[src/scc_defs.svh]
// Constants of the command and status core
`ifndef SCC_DEFS_SVH
`define SCC_DEFS_SVH
// APB register offsets
`define SCC_OFF_CMD       12'h000
`define SCC_OFF_STAT      12'h004
`define SCC_OFF_PAT       12'h008
`define SCC_OFF_ESR       12'h00c
`define SCC_OFF_ESE       12'h010
`define SCC_OFF_OPER      12'h014
`define SCC_OFF_FILT      12'h018
`define SCC_OFF_IRQ_ST    12'h01c
`define SCC_OFF_IRQ_MASK  12'h020
`define SCC_OFF_ERRQ      12'h024
// Event status bit positions
`define SCC_BIT_OPC       0
`define SCC_BIT_EXE       4
`define SCC_BIT_CME       5
`define SCC_BIT_PON       7
// Virgin enable values
`define SCC_ESE_VIRGIN    8'ha0
`define SCC_ESE_VIRGIN_X  8'hb0
`define SCC_FAIL_VIRGIN   8'hff
`define SCC_FILT_VIRGIN   16'hffff
// Text characters
`define SCC_CH_COLON      8'h3a
`define SCC_CH_SEMI       8'h3b
`define SCC_CH_SPACE      8'h20
`define SCC_CH_QUERY      8'h3f
`define SCC_CH_LF         8'h0a
`define SCC_CH_STAR       8'h2a
`define SCC_CH_BAR        8'h7c
// Keyword limits
`define SCC_KW_MAX        12
`define SCC_KW_SHORT      4
`endif

[src/scc_pkg.sv]
// Types of the command and status core
package scc_pkg;
  typedef enum logic [2:0] {PAT_PRBS, PAT_ZSUB, PAT_MDEN, PAT_UPAT, PAT_NONE} scc_pat_type;
  typedef enum logic [3:0] {KW_NONE, KW_SOUR, KW_PATT, KW_SEL, KW_GATE, KW_EYE, KW_TCEN, KW_ACEN,
                            KW_ELOC, KW_WAI, KW_IDN, KW_OPC, KW_CLS, KW_BAD} scc_kw_type;
  typedef enum logic [2:0] {ST_IDLE, ST_KEY, ST_PARM, ST_WAIT, ST_EXEC, ST_REPLY} scc_state_type;
endpackage

[src/scc_core.sv]
// Command interpreter and status core with APB register access
`timescale 1ns/1ps
`include "scc_defs.svh"

module scc_core #(
  parameter int KW_MAX = `SCC_KW_MAX
) (
  // Clock and reset
  input  wire logic        I_CLK,
  input  wire logic        I_RST_N,
  // Nonvolatile state
  input  wire logic        i_nv_valid,
  input  wire logic [7:0]  i_nv_ese,
  input  wire logic [7:0]  i_nv_fail_en,
  input  wire logic [15:0] i_nv_filt,
  output logic             o_nv_write,
  // APB slave
  input  wire logic        i_psel,
  input  wire logic        i_penable,
  input  wire logic        i_pwrite,
  input  wire logic [11:0] i_paddr,
  input  wire logic [31:0] i_pwdata,
  output logic [31:0]      o_prdata,
  output logic             o_pready,
  output logic             o_pslverr,
  // Instrument functions
  output logic [3:0]       o_start,
  input  wire logic [3:0]  i_done,
  output logic [2:0]       o_pat_type,
  output logic [7:0]       o_pat_index,
  output logic             o_pat_load,
  input  wire logic        i_seq_busy,
  input  wire logic [7:0]  i_fail,
  input  wire logic [7:0]  i_oper_cond,
  // Service request
  output logic             o_irq,
  output logic             o_srq
);
  if (KW_MAX < `SCC_KW_SHORT || KW_MAX > 16) $error("KW_MAX out of range");

  typedef struct packed {
    scc_pkg::scc_state_type st;
    logic [31:0] rdata;
    logic [7:0]  ch;
    logic        ch_full;
    logic [4:0]  kw_len;
    logic [31:0] kw_hash;
    logic        kw_query;
    scc_pkg::scc_kw_type path;
    scc_pkg::scc_kw_type leaf;
    logic [2:0]  ptype;
    logic [7:0]  pidx;
    logic        pseen;
    logic [2:0]  pat_type;
    logic [7:0]  pat_idx;
    logic        pat_load;
    logic [3:0]  pend;
    logic [3:0]  start;
    logic [7:0]  esr;
    logic [7:0]  ese;
    logic [7:0]  fail_en;
    logic [15:0] filt;
    logic [7:0]  oper_ev;
    logic [7:0]  oper_q;
    logic [2:0]  oper_sel;
    logic [3:0]  irq_st;
    logic [3:0]  irq_mask;
    logic [3:0]  errq_cnt;
    logic [31:0] reply;
    logic        reply_v;
    logic        boot;
    logic        nv_wr;
  } scc_state_s_type;

  scc_state_s_type r_reg;
  scc_state_s_type r_next;

  // Case fold and keyword hash over uppercase letters
  function automatic logic [7:0] upc(input logic [7:0] c);
    upc = (c >= 8'h61 && c <= 8'h7a) ? c - 8'h20 : c;
  endfunction

  function automatic logic [31:0] hadd(input logic [31:0] h, input logic [7:0] c, input logic [4:0] n);
    hadd = (n < 5'(`SCC_KW_SHORT)) ? {h[23:0], upc(c)} : h;
  endfunction

  // Shortform prefix decides keyword, longform tail only counted against KW_MAX
  function automatic scc_pkg::scc_kw_type kw_dec(input logic [31:0] h, input logic [4:0] n);
    if (n > 5'(KW_MAX))
      kw_dec = scc_pkg::KW_BAD;
    else if (n == 5'd3 && h[23:0] == "EYE") kw_dec = scc_pkg::KW_EYE;
    else if (n == 5'd3 && h[23:0] == "SEL") kw_dec = scc_pkg::KW_SEL;
    else if (n == 5'd3 && h[23:0] == "WAI") kw_dec = scc_pkg::KW_WAI;
    else if (n == 5'd3 && h[23:0] == "IDN") kw_dec = scc_pkg::KW_IDN;
    else if (n == 5'd3 && h[23:0] == "OPC") kw_dec = scc_pkg::KW_OPC;
    else if (n == 5'd3 && h[23:0] == "CLS") kw_dec = scc_pkg::KW_CLS;
    else if (n >= 5'd4)
      case (h)
        "SOUR":  kw_dec = scc_pkg::KW_SOUR;
        "PATT":  kw_dec = scc_pkg::KW_PATT;
        "SELE":  kw_dec = scc_pkg::KW_SEL;
        "GATE":  kw_dec = scc_pkg::KW_GATE;
        "TCEN":  kw_dec = scc_pkg::KW_TCEN;
        "ACEN":  kw_dec = scc_pkg::KW_ACEN;
        "ELOC":  kw_dec = scc_pkg::KW_ELOC;
        default: kw_dec = scc_pkg::KW_BAD;
      endcase
    else
      kw_dec = scc_pkg::KW_BAD;
  endfunction

  function automatic logic [2:0] pat_dec(input logic [31:0] h);
    case (h)
      "PRBS":  pat_dec = 3'(scc_pkg::PAT_PRBS);
      "ZSUB":  pat_dec = 3'(scc_pkg::PAT_ZSUB);
      "MDEN":  pat_dec = 3'(scc_pkg::PAT_MDEN);
      "UPAT":  pat_dec = 3'(scc_pkg::PAT_UPAT);
      default: pat_dec = 3'(scc_pkg::PAT_NONE);
    endcase
  endfunction

  function automatic logic is_digit(input logic [7:0] c);
    is_digit = (c >= 8'h30 && c <= 8'h39);
  endfunction

  logic wr_acc;
  logic rd_acc;
  logic [7:0] c;
  logic term;
  scc_pkg::scc_kw_type k;
  logic [7:0] oper_rise;
  logic [7:0] oper_fall;
  logic [3:0] ev;
  logic [7:0] esr_set;

  assign wr_acc = i_psel & i_penable & i_pwrite;
  assign rd_acc = i_psel & i_penable & ~i_pwrite;
  assign c      = upc(r_reg.ch);
  assign term   = (c == `SCC_CH_SEMI) || (c == `SCC_CH_LF);

  always_comb
  begin
    r_next          = r_reg;
    r_next.start    = 4'h0;
    r_next.pat_load = 1'b0;
    r_next.nv_wr    = 1'b0;
    k               = kw_dec(r_reg.kw_hash, r_reg.kw_len);
    ev              = 4'h0;
    esr_set         = 8'h00;
    // -----------------------------
    // Power-up initialisation
    // -----------------------------
    if (r_reg.boot)
    begin
      r_next.boot    = 1'b0;
      r_next.esr     = 8'h80;
      if (i_nv_valid)
      begin
        r_next.ese     = i_nv_ese;
        r_next.fail_en = i_nv_fail_en;
        r_next.filt    = i_nv_filt;
      end
      else
      begin
        r_next.ese     = `SCC_ESE_VIRGIN_X;
        r_next.fail_en = `SCC_FAIL_VIRGIN;
        r_next.filt    = `SCC_FILT_VIRGIN;
        r_next.nv_wr   = 1'b1;
      end
    end
    // -----------------------------
    // Overlapped completion
    // -----------------------------
    if ((r_reg.pend & i_done) != 4'h0)
      esr_set[`SCC_BIT_OPC] = 1'b1;
    r_next.pend = r_reg.pend & ~i_done;
    // -----------------------------
    // Operation status edges
    // -----------------------------
    r_next.oper_q = i_oper_cond;
    oper_rise = i_oper_cond & ~r_reg.oper_q & r_reg.filt[7:0];
    oper_fall = ~i_oper_cond & r_reg.oper_q & r_reg.filt[15:8];
    r_next.oper_ev = r_reg.oper_ev | oper_rise | oper_fall;
    // -----------------------------
    // Parser
    // -----------------------------
    case (r_reg.st)
      scc_pkg::ST_IDLE:
      begin
        if (r_reg.ch_full)
        begin
          r_next.ch_full = 1'b0;
          if (c != `SCC_CH_SPACE && c != `SCC_CH_STAR && !term && c != `SCC_CH_COLON)
          begin
            r_next.kw_len  = 5'd1;
            r_next.kw_hash = {24'h0, c};
            r_next.st      = scc_pkg::ST_KEY;
          end
          else if (term)
            r_next.path = scc_pkg::KW_NONE;
        end
      end
      scc_pkg::ST_KEY:
      begin
        if (r_reg.ch_full)
        begin
          r_next.ch_full = 1'b0;
          if (c == `SCC_CH_COLON)
          begin
            r_next.path   = k;
            r_next.kw_len = 5'd0;
            r_next.kw_hash = 32'h0;
            if (k == scc_pkg::KW_BAD)
              ev[0] = 1'b1;
          end
          else if (c == `SCC_CH_QUERY)
            r_next.kw_query = 1'b1;
          else if (c == `SCC_CH_SPACE || term)
          begin
            // Bare PATT implies SOUR and SEL
            r_next.leaf  = (k == scc_pkg::KW_PATT) ? scc_pkg::KW_SEL : k;
            r_next.pseen = 1'b0;
            r_next.kw_len = 5'd0;
            r_next.kw_hash = 32'h0;
            r_next.pidx  = 8'h0;
            r_next.st    = term ? scc_pkg::ST_WAIT : scc_pkg::ST_PARM;
          end
          else
          begin
            r_next.kw_hash = hadd(r_reg.kw_hash, c, r_reg.kw_len);
            r_next.kw_len  = (r_reg.kw_len == 5'd31) ? r_reg.kw_len : r_reg.kw_len + 5'd1;
          end
        end
      end
      scc_pkg::ST_PARM:
      begin
        if (r_reg.ch_full)
        begin
          r_next.ch_full = 1'b0;
          if (term)
          begin
            r_next.ptype = pat_dec(r_reg.kw_hash);
            r_next.st    = scc_pkg::ST_WAIT;
            if (r_reg.pseen)
              r_next.leaf = scc_pkg::KW_BAD;
          end
          else if (c == `SCC_CH_BAR)
            r_next.pseen = 1'b1;
          else if (is_digit(c) && r_reg.kw_len != 5'd0)
            r_next.pidx = 8'(r_reg.pidx * 8'd10 + 8'(c - 8'h30));
          else if (c != `SCC_CH_SPACE)
          begin
            r_next.kw_hash = hadd(r_reg.kw_hash, c, r_reg.kw_len);
            r_next.kw_len  = r_reg.kw_len + 5'd1;
          end
        end
      end
      scc_pkg::ST_WAIT:
      begin
        // Hold until sequential work drained and, for wait, overlapped too
        if (!i_seq_busy && !(r_reg.leaf == scc_pkg::KW_WAI && r_reg.pend != 4'h0))
          r_next.st = scc_pkg::ST_EXEC;
      end
      scc_pkg::ST_EXEC:
      begin
        r_next.st = scc_pkg::ST_IDLE;
        if (c == `SCC_CH_LF)
          r_next.path = scc_pkg::KW_NONE;
        case (r_reg.leaf)
          scc_pkg::KW_SEL:
          begin
            if (r_reg.kw_query)
            begin
              r_next.reply = {8'h0, 5'h0, r_reg.pat_type, 8'h0, r_reg.pat_idx};
              r_next.reply_v = 1'b1;
            end
            else if (r_next.ptype == 3'(scc_pkg::PAT_NONE))
              ev[1] = 1'b1;
            else
            begin
              r_next.pat_type = r_reg.ptype;
              r_next.pat_idx  = r_reg.pidx;
              r_next.pat_load = 1'b1;
            end
          end
          scc_pkg::KW_GATE:  begin r_next.start[0] = 1'b1; r_next.pend[0] = 1'b1; end
          scc_pkg::KW_TCEN:  begin r_next.start[1] = 1'b1; r_next.pend[1] = 1'b1; end
          scc_pkg::KW_ACEN:  begin r_next.start[2] = 1'b1; r_next.pend[2] = 1'b1; end
          scc_pkg::KW_ELOC:  begin r_next.start[3] = 1'b1; r_next.pend[3] = 1'b1; end
          scc_pkg::KW_IDN:
          begin
            r_next.reply   = 32'h0000_1d00;
            r_next.reply_v = 1'b1;
          end
          scc_pkg::KW_CLS:
          begin
            r_next.esr      = 8'h00;
            r_next.errq_cnt = 4'h0;
          end
          scc_pkg::KW_WAI, scc_pkg::KW_OPC: ;
          default: ev[0] = 1'b1;
        endcase
        r_next.kw_query = 1'b0;
      end
      default: r_next.st = scc_pkg::ST_IDLE;
    endcase
    if (ev[0])
      esr_set[`SCC_BIT_CME] = 1'b1;
    if (ev[1])
      esr_set[`SCC_BIT_EXE] = 1'b1;
    r_next.esr = r_next.esr | esr_set;
    if (ev[1:0] != 2'b00 && r_reg.errq_cnt != 4'hf)
      r_next.errq_cnt = r_reg.errq_cnt + 4'h1;
    // -----------------------------
    // APB access
    // -----------------------------
    if (wr_acc)
      case (i_paddr)
        `SCC_OFF_CMD:
          if (!r_reg.ch_full)
          begin
            r_next.ch      = i_pwdata[7:0];
            r_next.ch_full = 1'b1;
          end
        `SCC_OFF_ESR:      r_next.esr      = (r_next.esr & ~i_pwdata[7:0]) | esr_set;
        `SCC_OFF_ESE:      begin r_next.ese = i_pwdata[7:0]; r_next.nv_wr = 1'b1; end
        `SCC_OFF_OPER:     begin r_next.oper_ev = (r_next.oper_ev & ~i_pwdata[7:0]) | oper_rise | oper_fall;
                                 r_next.oper_sel = i_pwdata[10:8]; end
        `SCC_OFF_FILT:     begin r_next.filt = i_pwdata[15:0]; r_next.fail_en = i_pwdata[23:16];
                                 r_next.nv_wr = 1'b1; end
        `SCC_OFF_IRQ_ST:   r_next.irq_st   = r_reg.irq_st & ~i_pwdata[3:0];
        `SCC_OFF_IRQ_MASK: r_next.irq_mask = i_pwdata[3:0];
        `SCC_OFF_ERRQ:     r_next.errq_cnt = 4'h0;
        default: ;
      endcase
    if (rd_acc && i_paddr == `SCC_OFF_CMD)
      r_next.reply_v = 1'b0;
    // Sticky interrupt events win over the write clear
    r_next.irq_st = r_next.irq_st | {r_reg.reply_v == 1'b0 && r_next.reply_v,
                                     |(r_next.esr & ~r_reg.esr & r_reg.ese),
                                     |(i_fail & r_reg.fail_en),
                                     r_next.oper_ev[r_reg.oper_sel] & ~r_reg.oper_ev[r_reg.oper_sel]};
    // Read data
    case (i_paddr)
      `SCC_OFF_CMD:      r_next.rdata = r_reg.reply;
      `SCC_OFF_STAT:     r_next.rdata = {20'h0, r_reg.pend, 1'b0, r_reg.st, r_reg.reply_v, 1'b0, ~r_reg.ch_full, o_srq};
      `SCC_OFF_PAT:      r_next.rdata = {21'h0, r_reg.pat_type, r_reg.pat_idx};
      `SCC_OFF_ESR:      r_next.rdata = {24'h0, r_reg.esr};
      `SCC_OFF_ESE:      r_next.rdata = {24'h0, r_reg.ese};
      `SCC_OFF_OPER:     r_next.rdata = {21'h0, r_reg.oper_sel, r_reg.oper_ev};
      `SCC_OFF_FILT:     r_next.rdata = {8'h0, r_reg.fail_en, r_reg.filt};
      `SCC_OFF_IRQ_ST:   r_next.rdata = {28'h0, r_reg.irq_st};
      `SCC_OFF_IRQ_MASK: r_next.rdata = {28'h0, r_reg.irq_mask};
      `SCC_OFF_ERRQ:     r_next.rdata = {28'h0, r_reg.errq_cnt};
      default:           r_next.rdata = 32'h0;
    endcase
  end

  // Registered state, events other than the power-on bit of esr cleared at every power-up
  always_ff @(posedge I_CLK or negedge I_RST_N)
  begin
    if (!I_RST_N)
    begin
      r_reg          <= '0;
      r_reg.st       <= scc_pkg::ST_IDLE;
      r_reg.boot     <= 1'b1;
      r_reg.pat_type <= 3'(scc_pkg::PAT_PRBS);
      r_reg.ptype    <= 3'(scc_pkg::PAT_NONE);
    end
    else
      r_reg <= r_next;
  end

  // -----------------------------
  // Outputs
  // -----------------------------
  assign o_prdata    = r_reg.rdata;
  assign o_pready    = i_psel & i_penable;
  assign o_pslverr   = 1'b0;
  assign o_start     = r_reg.start;
  assign o_pat_type  = r_reg.pat_type;
  assign o_pat_index = r_reg.pat_idx;
  assign o_pat_load  = r_reg.pat_load;
  assign o_nv_write  = r_reg.nv_wr;
  assign o_irq       = |(r_reg.irq_st & r_reg.irq_mask);
  assign o_srq       = |(r_reg.esr & r_reg.ese) | |(i_fail & r_reg.fail_en) | r_reg.oper_ev[r_reg.oper_sel];

  // -----------------------------
  // Assertions
  // -----------------------------
  property p_opc_set;
    @(posedge I_CLK) disable iff (!I_RST_N)
      ((r_reg.pend & i_done) != 4'h0) |=> r_reg.esr[`SCC_BIT_OPC];
  endproperty
  a_opc_set: assert property (p_opc_set) else $error("done did not set opc");

  property p_start_pend;
    @(posedge I_CLK) disable iff (!I_RST_N)
      (r_reg.start != 4'h0) |-> ((r_reg.pend & r_reg.start) == r_reg.start);
  endproperty
  a_start_pend: assert property (p_start_pend) else $error("start without pending");

  property p_wai_hold;
    @(posedge I_CLK) disable iff (!I_RST_N)
      (r_reg.st == scc_pkg::ST_WAIT && r_reg.leaf == scc_pkg::KW_WAI && r_reg.pend != 4'h0)
        |=> r_reg.st != scc_pkg::ST_EXEC;
  endproperty
  a_wai_hold: assert property (p_wai_hold) else $error("wait passed pending op");

  property p_seq_hold;
    @(posedge I_CLK) disable iff (!I_RST_N)
      (r_reg.st == scc_pkg::ST_WAIT && i_seq_busy) |=> r_reg.st == scc_pkg::ST_WAIT;
  endproperty
  a_seq_hold: assert property (p_seq_hold) else $error("executed while busy");

  property p_boot_clear;
    @(posedge I_CLK) disable iff (!I_RST_N)
      r_reg.boot |-> (r_reg.errq_cnt == 4'h0 && r_reg.oper_ev == 8'h00);
  endproperty
  a_boot_clear: assert property (p_boot_clear) else $error("events not clear at power-up");

  property p_virgin;
    @(posedge I_CLK) disable iff (!I_RST_N)
      (r_reg.boot && !i_nv_valid) |=> (r_reg.ese == `SCC_ESE_VIRGIN_X && r_reg.filt == `SCC_FILT_VIRGIN);
  endproperty
  a_virgin: assert property (p_virgin) else $error("virgin defaults wrong");

  property p_keep;
    @(posedge I_CLK) disable iff (!I_RST_N)
      (r_reg.boot && i_nv_valid) |=> (r_reg.ese == $past(i_nv_ese) && r_reg.filt == $past(i_nv_filt));
  endproperty
  a_keep: assert property (p_keep) else $error("enables not restored");

  property p_load;
    @(posedge I_CLK) disable iff (!I_RST_N)
      r_reg.pat_load |-> (r_reg.pat_type == $past(r_reg.ptype) && r_reg.pat_type != 3'(scc_pkg::PAT_NONE));
  endproperty
  a_load: assert property (p_load) else $error("pattern load mismatch");
endmodule

[config.mk]
export PLATFORM = sky130hd
export DESIGN_NAME = scc_core
export DESIGN_NICKNAME = d
export VERILOG_FILES = /design/src/scc_pkg.sv /design/src/scc_core.sv
export VERILOG_INCLUDE_DIRS = /design/src
export SDC_FILE = /design/constraint.sdc
export NUM_CORES = 1
export LEC_CHECK = 0
export ABC_AREA = 0
export BUFFER_PORTS_ARGS = -buffer_cell sky130_fd_sc_hd__buf_2
export CORE_MARGIN = 2
export CORE_UTILIZATION = 62
export DETAILED_ROUTE_END_ITERATION = 8
export PLACE_DENSITY = 0.88
export SLEW_MARGIN = 25
export SYNTH_ARGS = -nofsm -noshare
export SYNTH_HDL_FRONTEND = slang
export SYNTH_SLANG_ARGS = --single-unit
[constraint.sdc]
create_clock -name I_CLK -period 8.5 [get_ports I_CLK]
set_clock_uncertainty 0.2 [all_clocks]
set_input_delay 2.125 -clock I_CLK [delete_from_list [all_inputs] [get_ports I_CLK]]
set_output_delay 2.125 -clock I_CLK [all_outputs]
set_load 0.01 [all_outputs]
==> metrics.md <==
| Metric | Value |
|---|---|
| Outcome | `complete, no violations` |
| Number of top-level pins | `about 160` |
| Predominant post-synthesis flop cell | `dfrtp_1` |
| Leakage | `approximately 0.0057 µW` |
| Initial drt markers | `roughly 1200` |
| Worst-skew pair later-pin latency | `between 0.4 and 0.5 ns` |
| RePlAce Congestion | `between 0.9 and 1` |
| Vias in the first global route | `~8900` |
| Final max-slew violation count | `0` |
| Req. time, crit path | `6.18 ns` |
| Worst relative slew slack | `roughly 28%` |
| Xor/xnor cell area share of the yosys netlist | `less than 1%` |
| Seq. cell area | `around 4900 µm²` |
| Final worst path period need | `between 5 and 6 ns` |
| Count of input and output buffers | `between 100 and 150` |
| Post-DP HPWL | `~22 mm` |
| Setup-violating endpoint count in the final report | `0` |
| Worst-case vdd ir drop | `around 0.16 mV` |
| Most numerous cell on the critical path | `buf_2` |
| Area of the die | `approximately 19000 µm²` |
| Core Box Area | `between 15000 and 20000 µm²` |
| Slowest library cell on the worst path | `a22oi_1` |
| Mapped Area | `10800 µm²` |
| Number of fillers in the final layout | `about 1300` |
| Met2 global-route usage | `around 50%` |
| Number of buffers created by CTS | `17` |
| Count of TritonRoute iterations in the first routing pass | `6` |
| # nets final | `roughly 1300` |
| Main combinational cell family by area after synthesis | `simple AND/OR/NAND/NOR gates` |
| Total number of vias | `just under 10000` |
| DP Cell Count | `approximately 1400` |
| Count of max-cap constraint violations | `0` |
| Kind of path behind the tightest hold check | `reg -> reg` |
| Die Wd | `between 100 and 150 µm` |
| Met1 track demand over resource in global routing | `a little under half` |
| Endpoints failing hold | `0` |
| Max reg flops | `roughly 160` |
| Basic-gate share of the synthesized area counting and, or, nand and nor cells | `21.5%` |
| Initial antenna violation count | `0` |
| Yosys warnings | `0` |
| Cell Count, Final, Fillers Out | `1456` |
| Synth Area in Adders | `under 10%` |
| Layout Area Growth over Synthesis | `10.6%` |
| Highest fanout seen on the critical path | `2` |
| Clock-pin slew of the registers on the worst-case setup and hold paths | `roughly 0.08 ns` |
| Portion of the post-synthesis area used by sequential elements | `45.6%` |
| Setup crit end kind | `primary output` |
| Mean post-synth cell area | `~9.4 µm²` |
| Compound-Gate Fraction of Synth Area | `approximately 17%` |
| Area of the multi-input gates | `roughly 5200 µm²` |
| Fmax achieved | `184 MHz` |
| # diodes | `0` |
| Yosys top cell area share | `around 45%` |
| Synth top area cells | `dfrtp_1 (45%), nand2_1 (5.5%), buf_4 (3.3%), nor2_1 (3.0%), ha_1 (2.8%)` |
| Cell variety after synth | `83` |
| Final total negative setup slack | `0 ns` |
| Top Usage Layer GRT | `met2` |
| DRC violation count after routing | `0` |
| Global route overflow | `0` |
| Chain of cells forming the critical path | `buf_2, a22oi_1, nand4_1, nor2_1, o21ai_0, buf_2` |
| End-of-flow core utilization | `a little over two thirds` |
| Power per cell area | `about 160 nW/µm²` |
| Cell type contributing the most total cell area after synthesis | `dfrtp_1` |
| Global-route wire length before repair | `47.4 mm` |
| Synth Instances | `1145` |
| Most common cell in the netlist | `dfrtp_1` |
| EDFF count, synth | `0` |
| Ratio of cells with drive above 1 in the final layout | `a little under a fifth` |
| Number of buffers inserted by post-CTS setup repair | `0` |
| Post-Route WL | `around 30 mm` |
| Number of register bits inferred by synthesis | `slightly below 200` |
| Post-route ant nets | `0` |
| Pin count of the biggest net entering global routing | `between 100 and 150` |
| CTS hold repair buffers | `0` |
| # H-tree levels | `4` |
| Setup repair after global routing missed its margin | `false` |
| Effective utilization at floorplan | `62.9%` |
| WS Path Type | `in -> out` |
| Commonest cells in the netlist | `dfrtp_1 (195), nand2_1 (158), nor2_1 (87)` |
| Via density | `around 6.6` |
| CTS resizes | `0` |
| TritonCTS clock tree | `yes` |
| Worst path arrival time | `3.11 ns` |
| Multiplexer fraction of the synthesized cell area | `around 5%` |
| Maximum root-to-sink buffer count | `2` |
| TritonCTS sink count | `approximately 200` |
| Total global-route track usage | `33.3%` |
| Vert. Die Dim | `between 100 and 150 µm` |
| Critical path's largest stage delay | `around 0.25 ns` |
| CTS root buf | `clkbuf_16` |
| Startpoint type of the worst setup path | `input port` |
| Routed len/inst | `~21 µm` |
| Final worst-path cycle share | `63.9%` |
| Async set or reset register ratio after synthesis | `100%` |
| Global-route met3 utilization | `6.79%` |
| Number of placement rows | `48` |
| Transition time at the pin with the least slew margin | `approximately 1.1 ns` |
## per-layer routing
layer  part of all wire (%)  up-vias  wire length (µm)
li1                       -     4290                 -
met1                     39     4640             12100
met2                     46      635             14100
met3                     12      104              3530
met4                    3.5        0              1070
met5                      0        -                 0
## cells in the final DEF, fill, tap and decap left out, types with 23 or more instances in the layout
cell / n
ha_1: 24
dfrtp_1: 195
nand2_1: 158
buf_2: 145
nor2_1: 87
inv_1: 41
mux2i_1: 24
a22oi_1: 28
mux2_2: 24
a21oi_1: 25
a22o_1: 24
nand3_1: 39
o21ai_0: 58
nand4_1: 23
o22ai_1: 30
## through the flow
step	hold WS [ns]	cell area, µm²	setup slack, ns	power, µW
after floorplan	0.235	10800	3.51	1010
after global placement	0.260	11300	3.13	1070
after detailed placement	0.265	11300	3.11	1070
after CTS	0.296	12000	3.11	1890
after global routing	0.321	12000	3.02	1940
final	0.299	12000	3.07	1880
## critical path, delay by kind of cell
| family | cells | cell delay, ns |
|---|---|---|
| and+or+nand+nor | 2 | 0.35 |
| AOI/OAI and AO/OA | 2 | 0.37 |
| buffers and inverters | 2 | 0.27 |
## power breakdown
group / switching (µW) / total (µW) / internal (µW) / leakage [µW]
clock: 421 / 825 / 405 / 0.000293
sequential: 19.9 / 972 / 952 / 0.00253
combinational: 54.1 / 86.3 / 32.3 / 0.00290
total: 495 / 1880 / 1390 / 0.00572
## layout make-up
type	instances	share of cell area, %
inverter	44	1.38
multi-input combinational	803	43.2
timing repair buffer	155	6.76
clock buffer	17	3.56
clock inverter	15	1.51
sequential	197	41.3
tap	225	2.35
## kinds of logic (layout without fill, tap and decap cells)
family | after synthesis | count (layout)
adder cells (fa/ha/maj) | 26 | 26
flip-flops | 197 | 197
AO/OA/AOI/OAI | 264 | 264
XOR/XNOR | 10 | 10
buffers and inverters | 147 | 231
multiplexers | 50 | 50
other | 1 | 3
AND/OR/NAND/NOR | 450 | 450
## final timing paths
check                      startpoint             end  slack [ns]  depth (start not counted)
setup / recovery            i_fail[4]           o_srq        3.07                          6
hold reg to reg            r_reg[134]  o_pat_index[7]        0.30                          2
setup reg to reg           r_reg[187]      r_reg[163]        4.59                         12
min in group asynchronous     I_RST_N      r_reg[174]        1.58                          1
max in group asynchronous     I_RST_N       r_reg[90]        5.07                          2
hold / removal             r_reg[134]  o_pat_index[7]        0.30                          2
Power figures use the tool's default switching activity.
